`src/hdl/exec_pkg.sv`:
```
package exec_pkg;

	localparam int unsigned DATA_W  = 16;
	localparam int unsigned BYTE_W  = 8;
	localparam int unsigned ADDR_W  = 8;
	localparam int unsigned PDATA_W = 32;

	// Register byte offsets on the APB
	localparam logic [ADDR_W-1:0] OFS_CTRL    = 8'h00;
	localparam logic [ADDR_W-1:0] OFS_STATUS  = 8'h04;
	localparam logic [ADDR_W-1:0] OFS_FLAGS   = 8'h08;
	localparam logic [ADDR_W-1:0] OFS_ACC     = 8'h0c;
	localparam logic [ADDR_W-1:0] OFS_EXT     = 8'h10;
	localparam logic [ADDR_W-1:0] OFS_OPERAND = 8'h14;
	localparam logic [ADDR_W-1:0] OFS_SRC_IDX = 8'h18;
	localparam logic [ADDR_W-1:0] OFS_DST_IDX = 8'h1c;
	localparam logic [ADDR_W-1:0] OFS_COUNT   = 8'h20;

	// Control and status register fields
	localparam int unsigned CTRL_OP_LSB = 0;
	localparam int unsigned CTRL_OP_W   = 3;
	localparam int unsigned CTRL_WORD   = 3;
	localparam int unsigned CTRL_ITER   = 4;
	localparam int unsigned CTRL_START  = 8;
	localparam int unsigned STAT_BUSY   = 0;

	// Flag word positions
	localparam int unsigned FL_CARRY = 0;
	localparam int unsigned FL_PAR   = 2;
	localparam int unsigned FL_AUX   = 4;
	localparam int unsigned FL_ZERO  = 6;
	localparam int unsigned FL_SIGN  = 7;
	localparam int unsigned FL_TRAP  = 8;
	localparam int unsigned FL_INTR  = 9;
	localparam int unsigned FL_DIR   = 10;
	localparam int unsigned FL_OVF   = 11;

	localparam logic [DATA_W-1:0] RST_WORD   = 16'h0000;
	localparam logic [BYTE_W-1:0] ONES_BYTE  = 8'hff;
	localparam logic [DATA_W-1:0] ONES_WORD  = 16'hffff;
	localparam logic [BYTE_W-1:0] ONE_BYTE   = 8'h01;
	localparam logic [DATA_W-1:0] ONE_WORD   = 16'h0001;
	localparam logic [BYTE_W-1:0] MIN_BYTE   = 8'h80;
	localparam logic [DATA_W-1:0] MIN_WORD   = 16'h8000;
	localparam logic [DATA_W-1:0] DELTA_BYTE = 16'h0001;
	localparam logic [DATA_W-1:0] DELTA_WORD = 16'h0002;

	typedef enum logic [2:0] {
		idle_op             = 3'h0,
		string_copy_op      = 3'h1,
		unsigned_product_op = 3'h2,
		twos_complement_op  = 3'h3,
		invert_op           = 3'h4
	} op_t;

	typedef enum logic [3:0] {
		ST_IDLE  = 4'b0001,
		ST_EXEC  = 4'b0010,
		ST_READ  = 4'b0100,
		ST_WRITE = 4'b1000
	} state_t;

endpackage : exec_pkg

```
`src/hdl/string_arith_unit.sv`:
```
// Chosen here: the register offsets and the APB slave port.
module string_arith_unit (
	input  wire logic                           core_clk,
	input  wire logic                           nrst,
	input  wire logic                           psel,
	input  wire logic                           penable,
	input  wire logic                           pwrite,
	input  wire logic [exec_pkg::ADDR_W-1:0]    paddr,
	input  wire logic [exec_pkg::PDATA_W-1:0]   pwdata,
	output logic      [exec_pkg::PDATA_W-1:0]   prdata,
	output logic                                pready,
	output logic                                pslverr,
	output logic                                mem_req,
	output logic                                mem_write,
	output logic                                mem_word,
	output logic      [exec_pkg::DATA_W-1:0]    mem_addr,
	output logic      [exec_pkg::DATA_W-1:0]    mem_wdata,
	input  wire logic                           mem_ack,
	input  wire logic [exec_pkg::DATA_W-1:0]    mem_rdata
);

	logic [exec_pkg::PDATA_W-1:0] prdata_q, prdata_d;
	logic                         pready_q, pready_d;
	logic                         pslverr_q, pslverr_d;
	logic                         bus_wr;
	logic                         hit;

	exec_pkg::state_t             state_q, state_d;
	exec_pkg::op_t                op_q, op_d;
	logic                         word_q, word_d;
	logic                         iter_q, iter_d;
	logic [exec_pkg::DATA_W-1:0]  flags_q, flags_d;
	logic [exec_pkg::DATA_W-1:0]  acc_q, acc_d;
	logic [exec_pkg::DATA_W-1:0]  ext_q, ext_d;
	logic [exec_pkg::DATA_W-1:0]  opnd_q, opnd_d;
	logic [exec_pkg::DATA_W-1:0]  src_q, src_d;
	logic [exec_pkg::DATA_W-1:0]  dst_q, dst_d;
	logic [exec_pkg::DATA_W-1:0]  cnt_q, cnt_d;
	logic                         mem_req_q, mem_req_d;
	logic                         mem_write_q, mem_write_d;
	logic [exec_pkg::DATA_W-1:0]  mem_addr_q, mem_addr_d;
	logic [exec_pkg::DATA_W-1:0]  mem_wdata_q, mem_wdata_d;

	logic [2*exec_pkg::BYTE_W-1:0] prod_b;
	logic [2*exec_pkg::DATA_W-1:0] prod_w;
	logic [exec_pkg::BYTE_W-1:0]   inv_b, neg_b;
	logic [exec_pkg::DATA_W-1:0]   inv_w, neg_w;
	logic [exec_pkg::DATA_W-1:0]   step;
	logic [exec_pkg::DATA_W-1:0]   cnt_dec;
	logic                          busy;

	assign busy   = (state_q != exec_pkg::ST_IDLE);
	// Write takes effect at the edge where the master sees pready high
	assign bus_wr = psel & penable & pwrite & pready_q;

	// Zero-extended operands: the product is purely unsigned
	assign prod_b  = {{exec_pkg::BYTE_W{1'b0}}, acc_q[exec_pkg::BYTE_W-1:0]}
		* {{exec_pkg::BYTE_W{1'b0}}, opnd_q[exec_pkg::BYTE_W-1:0]};
	assign prod_w  = {{exec_pkg::DATA_W{1'b0}}, acc_q} * {{exec_pkg::DATA_W{1'b0}}, opnd_q};
	assign inv_b   = exec_pkg::ONES_BYTE - opnd_q[exec_pkg::BYTE_W-1:0];
	assign inv_w   = exec_pkg::ONES_WORD - opnd_q;
	assign neg_b   = inv_b + exec_pkg::ONE_BYTE;
	assign neg_w   = inv_w + exec_pkg::ONE_WORD;
	assign step    = word_q ? exec_pkg::DELTA_WORD : exec_pkg::DELTA_BYTE;
	assign cnt_dec = cnt_q - exec_pkg::ONE_WORD;

	// APB slave: one wait state, pready pulses for one cycle
	always_comb begin
		pready_d  = psel & penable & ~pready_q;
		pslverr_d = 1'b0;
		prdata_d  = prdata_q;
		hit       = 1'b1;
		if (pready_d) begin
			prdata_d = '0;
			unique case (paddr)
				exec_pkg::OFS_CTRL: begin
					prdata_d[exec_pkg::CTRL_OP_LSB +: exec_pkg::CTRL_OP_W] = op_q;
					prdata_d[exec_pkg::CTRL_WORD] = word_q;
					prdata_d[exec_pkg::CTRL_ITER] = iter_q;
				end
				exec_pkg::OFS_STATUS:  prdata_d[exec_pkg::STAT_BUSY] = busy;
				exec_pkg::OFS_FLAGS:   prdata_d[exec_pkg::DATA_W-1:0] = flags_q;
				exec_pkg::OFS_ACC:     prdata_d[exec_pkg::DATA_W-1:0] = acc_q;
				exec_pkg::OFS_EXT:     prdata_d[exec_pkg::DATA_W-1:0] = ext_q;
				exec_pkg::OFS_OPERAND: prdata_d[exec_pkg::DATA_W-1:0] = opnd_q;
				exec_pkg::OFS_SRC_IDX: prdata_d[exec_pkg::DATA_W-1:0] = src_q;
				exec_pkg::OFS_DST_IDX: prdata_d[exec_pkg::DATA_W-1:0] = dst_q;
				exec_pkg::OFS_COUNT:   prdata_d[exec_pkg::DATA_W-1:0] = cnt_q;
				default:               hit = 1'b0;
			endcase
			pslverr_d = ~hit;
		end
	end

	always_ff @(posedge core_clk or negedge nrst) begin
		if (!nrst) begin
			prdata_q  <= '0;
			pready_q  <= 1'b0;
			pslverr_q <= 1'b0;
		end else begin
			prdata_q  <= prdata_d;
			pready_q  <= pready_d;
			pslverr_q <= pslverr_d;
		end
	end

	// Execution core
	always_comb begin
		state_d     = state_q;
		op_d        = op_q;
		word_d      = word_q;
		iter_d      = iter_q;
		flags_d     = flags_q;
		acc_d       = acc_q;
		ext_d       = ext_q;
		opnd_d      = opnd_q;
		src_d       = src_q;
		dst_d       = dst_q;
		cnt_d       = cnt_q;
		mem_req_d   = mem_req_q & ~mem_ack;
		mem_write_d = mem_write_q;
		mem_addr_d  = mem_addr_q;
		mem_wdata_d = mem_wdata_q;
		// Software writes are ignored while an operation runs
		if (bus_wr && !busy) begin
			unique case (paddr)
				exec_pkg::OFS_CTRL: begin
					op_d   = exec_pkg::op_t'(pwdata[exec_pkg::CTRL_OP_LSB +: exec_pkg::CTRL_OP_W]);
					word_d = pwdata[exec_pkg::CTRL_WORD];
					iter_d = pwdata[exec_pkg::CTRL_ITER];
					if (pwdata[exec_pkg::CTRL_START])
						state_d = exec_pkg::ST_EXEC;
				end
				exec_pkg::OFS_FLAGS:   flags_d = pwdata[exec_pkg::DATA_W-1:0];
				exec_pkg::OFS_ACC:     acc_d   = pwdata[exec_pkg::DATA_W-1:0];
				exec_pkg::OFS_EXT:     ext_d   = pwdata[exec_pkg::DATA_W-1:0];
				exec_pkg::OFS_OPERAND: opnd_d  = pwdata[exec_pkg::DATA_W-1:0];
				exec_pkg::OFS_SRC_IDX: src_d   = pwdata[exec_pkg::DATA_W-1:0];
				exec_pkg::OFS_DST_IDX: dst_d   = pwdata[exec_pkg::DATA_W-1:0];
				exec_pkg::OFS_COUNT:   cnt_d   = pwdata[exec_pkg::DATA_W-1:0];
				default: ;
			endcase
		end
		unique case (state_q)
			exec_pkg::ST_IDLE: ;
			exec_pkg::ST_EXEC: begin
				state_d = exec_pkg::ST_IDLE;
				unique case (op_q)
					exec_pkg::string_copy_op: begin
						if (!(iter_q && cnt_q == exec_pkg::RST_WORD)) begin
							state_d     = exec_pkg::ST_READ;
							mem_req_d   = 1'b1;
							mem_write_d = 1'b0;
							mem_addr_d  = src_q;
						end
					end
					exec_pkg::unsigned_product_op: begin
						// Undefined flags and control flags are simply kept
						if (word_q) begin
							{ext_d, acc_d} = prod_w;
							flags_d[exec_pkg::FL_CARRY] = |prod_w[2*exec_pkg::DATA_W-1:exec_pkg::DATA_W];
						end else begin
							acc_d = prod_b;
							flags_d[exec_pkg::FL_CARRY] = |prod_b[2*exec_pkg::BYTE_W-1:exec_pkg::BYTE_W];
						end
						flags_d[exec_pkg::FL_OVF] = flags_d[exec_pkg::FL_CARRY];
					end
					exec_pkg::twos_complement_op: begin
						flags_d[exec_pkg::FL_AUX]   = |opnd_q[exec_pkg::BYTE_W/2-1:0];
						if (word_q) begin
							opnd_d = neg_w;
							flags_d[exec_pkg::FL_CARRY] = (opnd_q != exec_pkg::RST_WORD);
							flags_d[exec_pkg::FL_OVF]   = (opnd_q == exec_pkg::MIN_WORD);
							flags_d[exec_pkg::FL_ZERO]  = (neg_w == exec_pkg::RST_WORD);
							flags_d[exec_pkg::FL_SIGN]  = neg_w[exec_pkg::DATA_W-1];
						end else begin
							opnd_d[exec_pkg::BYTE_W-1:0] = neg_b;
							flags_d[exec_pkg::FL_CARRY] = |opnd_q[exec_pkg::BYTE_W-1:0];
							flags_d[exec_pkg::FL_OVF]   = (opnd_q[exec_pkg::BYTE_W-1:0] == exec_pkg::MIN_BYTE);
							flags_d[exec_pkg::FL_ZERO]  = ~|neg_b;
							flags_d[exec_pkg::FL_SIGN]  = neg_b[exec_pkg::BYTE_W-1];
						end
						flags_d[exec_pkg::FL_PAR] = ~^neg_b;
					end
					exec_pkg::invert_op: begin
						if (word_q)
							opnd_d = inv_w;
						else
							opnd_d[exec_pkg::BYTE_W-1:0] = inv_b;
					end
					default: ;
				endcase
			end
			exec_pkg::ST_READ: begin
				if (mem_req_q && mem_ack) begin
					state_d     = exec_pkg::ST_WRITE;
					mem_req_d   = 1'b1;
					mem_write_d = 1'b1;
					mem_addr_d  = dst_q;
					mem_wdata_d = mem_rdata;
				end
			end
			exec_pkg::ST_WRITE: begin
				if (mem_req_q && mem_ack) begin
					mem_write_d = 1'b0;
					state_d     = exec_pkg::ST_IDLE;
					if (flags_q[exec_pkg::FL_DIR]) begin
						src_d = src_q - step;
						dst_d = dst_q - step;
					end else begin
						src_d = src_q + step;
						dst_d = dst_q + step;
					end
					if (iter_q) begin
						cnt_d = cnt_dec;
						if (cnt_dec != exec_pkg::RST_WORD) begin
							state_d    = exec_pkg::ST_READ;
							mem_req_d  = 1'b1;
							mem_addr_d = src_d;
						end
					end
				end
			end
		endcase
	end

	always_ff @(posedge core_clk or negedge nrst) begin
		if (!nrst) begin
			state_q     <= exec_pkg::ST_IDLE;
			op_q        <= exec_pkg::idle_op;
			word_q      <= 1'b0;
			iter_q      <= 1'b0;
			flags_q     <= exec_pkg::RST_WORD;
			acc_q       <= exec_pkg::RST_WORD;
			ext_q       <= exec_pkg::RST_WORD;
			opnd_q      <= exec_pkg::RST_WORD;
			src_q       <= exec_pkg::RST_WORD;
			dst_q       <= exec_pkg::RST_WORD;
			cnt_q       <= exec_pkg::RST_WORD;
			mem_req_q   <= 1'b0;
			mem_write_q <= 1'b0;
			mem_addr_q  <= exec_pkg::RST_WORD;
			mem_wdata_q <= exec_pkg::RST_WORD;
		end else begin
			state_q     <= state_d;
			op_q        <= op_d;
			word_q      <= word_d;
			iter_q      <= iter_d;
			flags_q     <= flags_d;
			acc_q       <= acc_d;
			ext_q       <= ext_d;
			opnd_q      <= opnd_d;
			src_q       <= src_d;
			dst_q       <= dst_d;
			cnt_q       <= cnt_d;
			mem_req_q   <= mem_req_d;
			mem_write_q <= mem_write_d;
			mem_addr_q  <= mem_addr_d;
			mem_wdata_q <= mem_wdata_d;
		end
	end

	assign prdata    = prdata_q;
	assign pready    = pready_q;
	assign pslverr   = pslverr_q;
	assign mem_req   = mem_req_q;
	assign mem_write = mem_write_q;
	assign mem_word  = word_q;
	assign mem_addr  = mem_addr_q;
	assign mem_wdata = mem_wdata_q;

	logic ex_mul, ex_neg, ex_inv, ex_idle, wr_done, rd_done;
	assign ex_mul  = (state_q == exec_pkg::ST_EXEC) && (op_q == exec_pkg::unsigned_product_op);
	assign ex_neg  = (state_q == exec_pkg::ST_EXEC) && (op_q == exec_pkg::twos_complement_op);
	assign ex_inv  = (state_q == exec_pkg::ST_EXEC) && (op_q == exec_pkg::invert_op);
	assign ex_idle = (state_q == exec_pkg::ST_EXEC) && (op_q == exec_pkg::idle_op);
	assign rd_done = (state_q == exec_pkg::ST_READ) && mem_req_q && mem_ack;
	assign wr_done = (state_q == exec_pkg::ST_WRITE) && mem_req_q && mem_ack;
endmodule : string_arith_unit

```
`config.mk`:
```
export PLATFORM = sky130hd
export DESIGN_NAME = string_arith_unit
export DESIGN_NICKNAME = d
export VERILOG_FILES = /design/src/hdl/exec_pkg.sv /design/src/hdl/string_arith_unit.sv
export SDC_FILE = /design/constraint.sdc
export NUM_CORES = 1
export LEC_CHECK = 0
export ABC_AREA = 0
export BUFFER_PORTS_ARGS = -buffer_cell sky130_fd_sc_hd__buf_2
export CAP_MARGIN = 25
export CORE_MARGIN = 5
export CORE_UTILIZATION = 55
export DETAILED_ROUTE_END_ITERATION = 8
export GPL_TIMING_DRIVEN = 0
export PLACE_DENSITY = 0.76
export SKIP_LAST_GASP = 1
export SYNTH_ARGS = -nofsm -noshare
export SYNTH_HDL_FRONTEND = slang
export SYNTH_SLANG_ARGS = --single-unit
export TNS_END_PERCENT = 1
```
`constraint.sdc`:
```
create_clock -name core_clk -period 11.85 [get_ports core_clk]
set_clock_uncertainty 0.2 [all_clocks]
set_input_delay 1.185 -clock core_clk [delete_from_list [all_inputs] [get_ports core_clk]]
set_output_delay 1.185 -clock core_clk [all_outputs]
set_load 0.02 [all_outputs]
```
# == Word level (Yosys, flattened, before mapping) ==
# Index checks and enable logic that the tools add are counted.
# word_totals
input_bits,62
output_inout_bits,69
ff_bits,173
word_cells,170
# op_classes
addsub,9
bitwise,8
n_mul,2
n_mux,85
eq_ne,24
n_reduce_logical,23
# ops
op,count
two-way mux 16 bit,34
case mux 11 bit (7 select lines),1
case mux 16 bit (3 select lines),1
adder 16 x 2 -> 16 bit,2
equality test 8 x 5 -> 1 bit (second input constant),4
zero test 16 bit,2
multiplier 16 x 16 -> 32 bit,1
two-way mux 8 bit,4
case mux 16 bit (2 select lines),1
case mux 4 bit (8 select lines),1
nonzero test 16 bit,2
subtractor 16 x 2 -> 16 bit,2
two-way mux 12 bit,2
OR reduction 8 bit,3
two-way mux 1 bit,22
two-way mux 4 bit,5
adder 16 x 1 -> 16 bit (second input constant),1
equality test 16 bit (second input constant),1
equality test 8 x 4 -> 1 bit (second input constant),2
multiplier 8 x 8 -> 16 bit,1
OR reduction 16 bit,1
subtractor 16 x 1 -> 16 bit (second input constant),1
subtractor 16 bit (first input constant),1
two-way mux 3 bit,4
other kinds (31),52

# == Longest topological paths before layout ==
# logic_depth
ltp_word,8
mapped_depth,28
mapped_depth_nobuf,25

# == Worst setup path before layout ==
# No wires, ideal clock.
# synth_timing
path_type,register -> register
startpoint,register opnd_q[7] (netlist name)
endpoint,register flags_q[11] (netlist name)
setup_time_ns,0.134
n_path_buf,3
path_stages_with_launch,25
required_time_ns,11.516
slack_ns,4.858
arrival_time_ns,6.658
period_less_slack_ns,6.992
path_cell_list,dfrtp_1 > clkbuf_1 > clkbuf_1 > buf_1 > nand2_1 > fa_1 > fa_1 > inv_1 > fa_1 > fa_1 > fa_1 > inv_1 > fa_1 > inv_1 > ha_1 > a21oi_1 > a21boi_1 > or3_1 > or3_1 > o21ai_0 > xnor2_1 > nor4_1 > nand4_1 > nor4_1 > o21ai_0
# synth_between
elab_chain_len,5
word_cells_on_any_way,10
cone_classes,mul (2); eq/ne (2); mux (4); reduce/logical (2)
# synth_rtl
item,line_no,rtl
from (decl),string_arith_unit.sv:35,"logic [exec_pkg::DATA_W-1:0] opnd_q, opnd_d;"
from (signal assigned),string_arith_unit.sv:236,opnd_q <= exec_pkg::RST_WORD;
from (signal assigned),string_arith_unit.sv:252,opnd_q <= opnd_d;
multiplier 16 x 16 -> 32 bit or multiplier 8 x 8 -> 16 bit (tied branches),"string_arith_unit.sv:59, string_arith_unit.sv:58",
OR reduction 16 bit or OR reduction 8 bit (tied branches),"string_arith_unit.sv:161, string_arith_unit.sv:164",
two-way mux 1 bit,string_arith_unit.sv:159,if (word_q) begin
case mux 1 bit (2 select lines) (*),string_arith_unit.sv:148,unique case (op_q)
two-way mux 1 bit (*),string_arith_unit.sv:144,unique case (state_q)
via flags_d (one bit),string_arith_unit.sv:32,"logic [exec_pkg::DATA_W-1:0] flags_q, flags_d;"
to (signal assigned),string_arith_unit.sv:233,flags_q <= exec_pkg::RST_WORD;
to (signal assigned),string_arith_unit.sv:249,flags_q <= flags_d;
to (decl),string_arith_unit.sv:32,
# The timed path passes the listed nets; every way through them passes the cells marked *.
# A chain may end at the register's enable or synchronous reset.

# == Worst setup path after layout ==
# layout_timing
startpoint,register opnd_q[6] (netlist name)
endpoint,register flags_q[11] (netlist name)
# The elaborated chain is that of the path after synthesis.

==> flow_metrics.env <==
export IMPL_overflow=0
export IMPL_diodes=0
export IMPL_failed_checks="DRC"
export IMPL_synth_cell_area_mm2=0.0212
export IMPL_dpl_cell_count=3045
export IMPL_grt_pass1_vias=19300
export IMPL_port_buffers=95
export IMPL_peakVddDrop_uv=106
export IMPL_hold_buffers=0
export IMPL_grt_usage_pct=33.5
export IMPL_met1_usage_pct=46.9
export IMPL_rows=72
export IMPL_via_per_inst=6.22
export IMPL_hold_start="mem_write"
export IMPL_core_mm2=0.0385
export IMPL_yosysTopAreaCell="fa_1"
export IMPL_io_pins=131
export IMPL_cts_tree="done"
export IMPL_firstDrtPassIters=9
export IMPL_hold_end="mem_write"
export IMPL_layout_commonest_cell="inv_1"
export IMPL_crit_arrival_ns=9.05
export IMPL_p_leak_nw=11.3
export IMPL_clock_tree_buffer_depth=2
export IMPL_area_growth_pct=8.74
export IMPL_r2r_slack_ns=2.89
export IMPL_die_x_um=207
export IMPL_htreeDepth=4
export IMPL_hold_path_class="register to register"
export IMPL_clockRootBuffer="clkbuf_16"
export IMPL_power_total_mw=1.24
export IMPL_p_per_area_mw_per_mm2=53.6
export IMPL_final_cell_mix="313 x inv_1, 283 x nand2_1, 232 x fa_1"
export IMPL_period_minus_slack_ns=8.96
export IMPL_setup_tns_ns=0
export IMPL_timing_rr_end="flags_q[11]"
export IMPL_yosysUniqueCellTypes=82
export IMPL_cts_resized=0
export IMPL_fp_dieH_um=207
export IMPL_drcViolationCount=1
export IMPL_drv_cap=0
export IMPL_synth_edf_count=0
export IMPL_nNetsFinal=3016
export IMPL_max_freq_ghz=0.112
export IMPL_synth_area_leaders="fa_1 22%, dfrtp_1 20%, ha_1 10%"
export IMPL_dp_hpwl_um=55400
export IMPL_ys_seq_area_share_pct=20.4
export IMPL_synth_warnings=0
export IMPL_initial_core_util_pct=55.2
export IMPL_clkPwrFrac_pct=47.6
export IMPL_numCtsBuffers=17
export IMPL_place_gp_congestion=1.02
export IMPL_post_route_period_util_pct=75.7
export IMPL_rr_worst_depth=26
export IMPL_reg2reg_from="opnd_q[6]"
export IMPL_tightestPinTransition_ns=1.11
export IMPL_grt_pass1_wl_um=109000
export IMPL_status="finished, violations left"
export IMPL_syn_area_per_cell_um2=8.80
export IMPL_dr_first_iter_drc_count=2477
export IMPL_switchingPower_mw=0.303
export IMPL_grt_use_met2_pct=51.7
export IMPL_clk_pin_slew_ns=0.07
export IMPL_worstHoldPathCells=2
export IMPL_cp_required_ns=11.94
export IMPL_layout_drive_gt1_share_pct=8.36
export IMPL_p_int_mw=0.936
export IMPL_critPathKind="register to register"
export IMPL_ant_nets=0
export IMPL_ys_flop_type="dfrtp_1"
export IMPL_vias=19200
export IMPL_finalMaxSlewViolations=0
export IMPL_startpoint_type="register"
export IMPL_netlist_area_leader_share_pct=21.9
export IMPL_busiest_layer="met2"
export IMPL_grt_max_degree=108
export IMPL_async_flop_share_pct=100
export IMPL_finalSetupViolations=0
export IMPL_cts_setup_buffers=0
export IMPL_rsz0062_at_grt="false"
export IMPL_antenna_found_initial=4
export IMPL_wl_per_cell_um=23.0
export IMPL_sw_frac_of_total_pct=24.5
export IMPL_hold_viol_final=0
export IMPL_seqPwrFrac_pct=47.8
export IMPL_dieArea_mm2=0.0427
export IMPL_end_kind="register"
export IMPL_ys_seq_elements=173
export IMPL_insertion_delay_ns=0.45
export IMPL_cts_sinks=173
export IMPL_crit_path_max_fanout=10
export IMPL_pwr_share_comb_pct=4.7
export IMPL_met3_usage_pct=8.09
export IMPL_max_slew_margin_pct=26.0
export IMPL_final_cells=3077
export IMPL_wl_um=70800
export IMPL_synthCells=2414
-- through the flow --
step	utilization, %	instance area (um2)	setup slack, ns	hold WS (ns)
after floorplan	-	21300	4.86	0.280
after global placement	58.3	22400	3.27	0.257
after detailed placement	58.5	22500	3.18	0.258
after CTS	60.1	23100	3.13	0.276
after global routing	60.1	23100	2.66	0.309
final	60.1	23100	2.89	0.271
-- cell usage after synthesis (all sizes together) (12+ instances only) --
| cell type | count |
|---|---|
| xnor2 | 52 |
| mux2 | 37 |
| nand2 | 283 |
| a21oi | 125 |
| or3 | 21 |
| xor2 | 23 |
| ha | 176 |
| a31oi | 24 |
| dfrtp | 172 |
| a221oi | 18 |
| nor4 | 15 |
| mux2i | 46 |
| a21o | 27 |
| a211oi | 27 |
| nor3 | 37 |
| inv | 313 |
| nand3 | 26 |
| o211ai | 15 |
| a22oi | 27 |
| a222oi | 22 |
| fa | 232 |
| nor2b | 27 |
| nor2 | 128 |
| o21a | 13 |
| clkbuf | 119 |
| buf | 29 |
| and2 | 123 |
| nand4 | 12 |
| o21ai | 105 |
-- cell families after synthesis --
group | share of synthesized area [%]
AO/OA/AOI/OAI | 15.1
adder cells (fa/ha/maj) | 32.2
flip-flops | 20.4
XOR/XNOR | 3.09
buffers and inverters | 8.49
other | 0.0176
multiplexers | 4.13
AND/OR/NAND/NOR | 16.6
-- power groups by stage --
stage	sequential, mW	combinational, mW	clock (mW)
2_1_floorplan	0.605	0.0158	0
3_3_place_gp	0.604	0.0544	0
3_5_place_dp	0.604	0.0564	0
4_1_cts	0.592	0.0566	0.593
5_1_grt	0.592	0.0611	0.614
6_report	0.592	0.0576	0.589
-- critical path: stages (launching register included) --
cell and delay (ns):
dfrtp_1 0.32, clkbuf_1 0.32, clkbuf_1 0.58, clkbuf_1 0.55, and2_1 0.27, fa_1 0.44
inv_1 0.08, fa_1 0.45, fa_1 0.54, inv_1 0.06, fa_1 0.48, fa_1 0.49
inv_1 0.05, fa_1 0.55, inv_1 0.06, ha_1 0.26, clkbuf_1 0.25, nand4_1 0.23
or2_2 0.35, o22ai_1 0.46, nor4_1 0.13, nor3_1 0.31, o2111ai_1 0.17, nor4_1 0.21
nand4_1 0.12, nor4_1 0.64, o21ai_0 0.20
-- registers in the layout, indices dropped and copies added (netlist names) --
name       cells
pready         1
pslverr        1
mem_wdata     16
src_q         16
opnd_q        16
mem_addr      16
ext_q         16
op_q           3
cnt_q         16
state_q        4
mem_req        1
acc_q         16
iter_q         1
mem_word       1
flags_q       16
dst_q         16
prdata        16
mem_write      1
-- routing by layer --
metal	up-vias	share of wire [%]
li1	8360	-
met1	9509	40
met2	1075	44
met3	206	12
met4	4	3.8
met5	-	0.038
-- worst max path at each step --
stage / endpoint / slack [ns] / cells after the start / from
2_1_floorplan: flags_q[11] / 4.86 / 24 / opnd_q[7]
3_3_place_gp: flags_q[11] / 3.27 / 26 / opnd_q[6]
3_5_place_dp: flags_q[11] / 3.18 / 26 / opnd_q[6]
4_1_cts: flags_q[11] / 3.13 / 26 / opnd_q[6]
5_1_grt: flags_q[11] / 2.66 / 25 / opnd_q[6]
6_report: flags_q[11] / 2.89 / 26 / opnd_q[6]
-- cell type report --
cell class	instances	area, um2
buffer	148	626
clock buffer	21	470
clock inverter	11	131
fill	3409	15400
inverter	314	1180
multi-input combinational	1794	15200
sequential	173	4330
tap	518	648
timing repair buffer	98	533
Note: power is estimated with default switching activity, not from simulation.
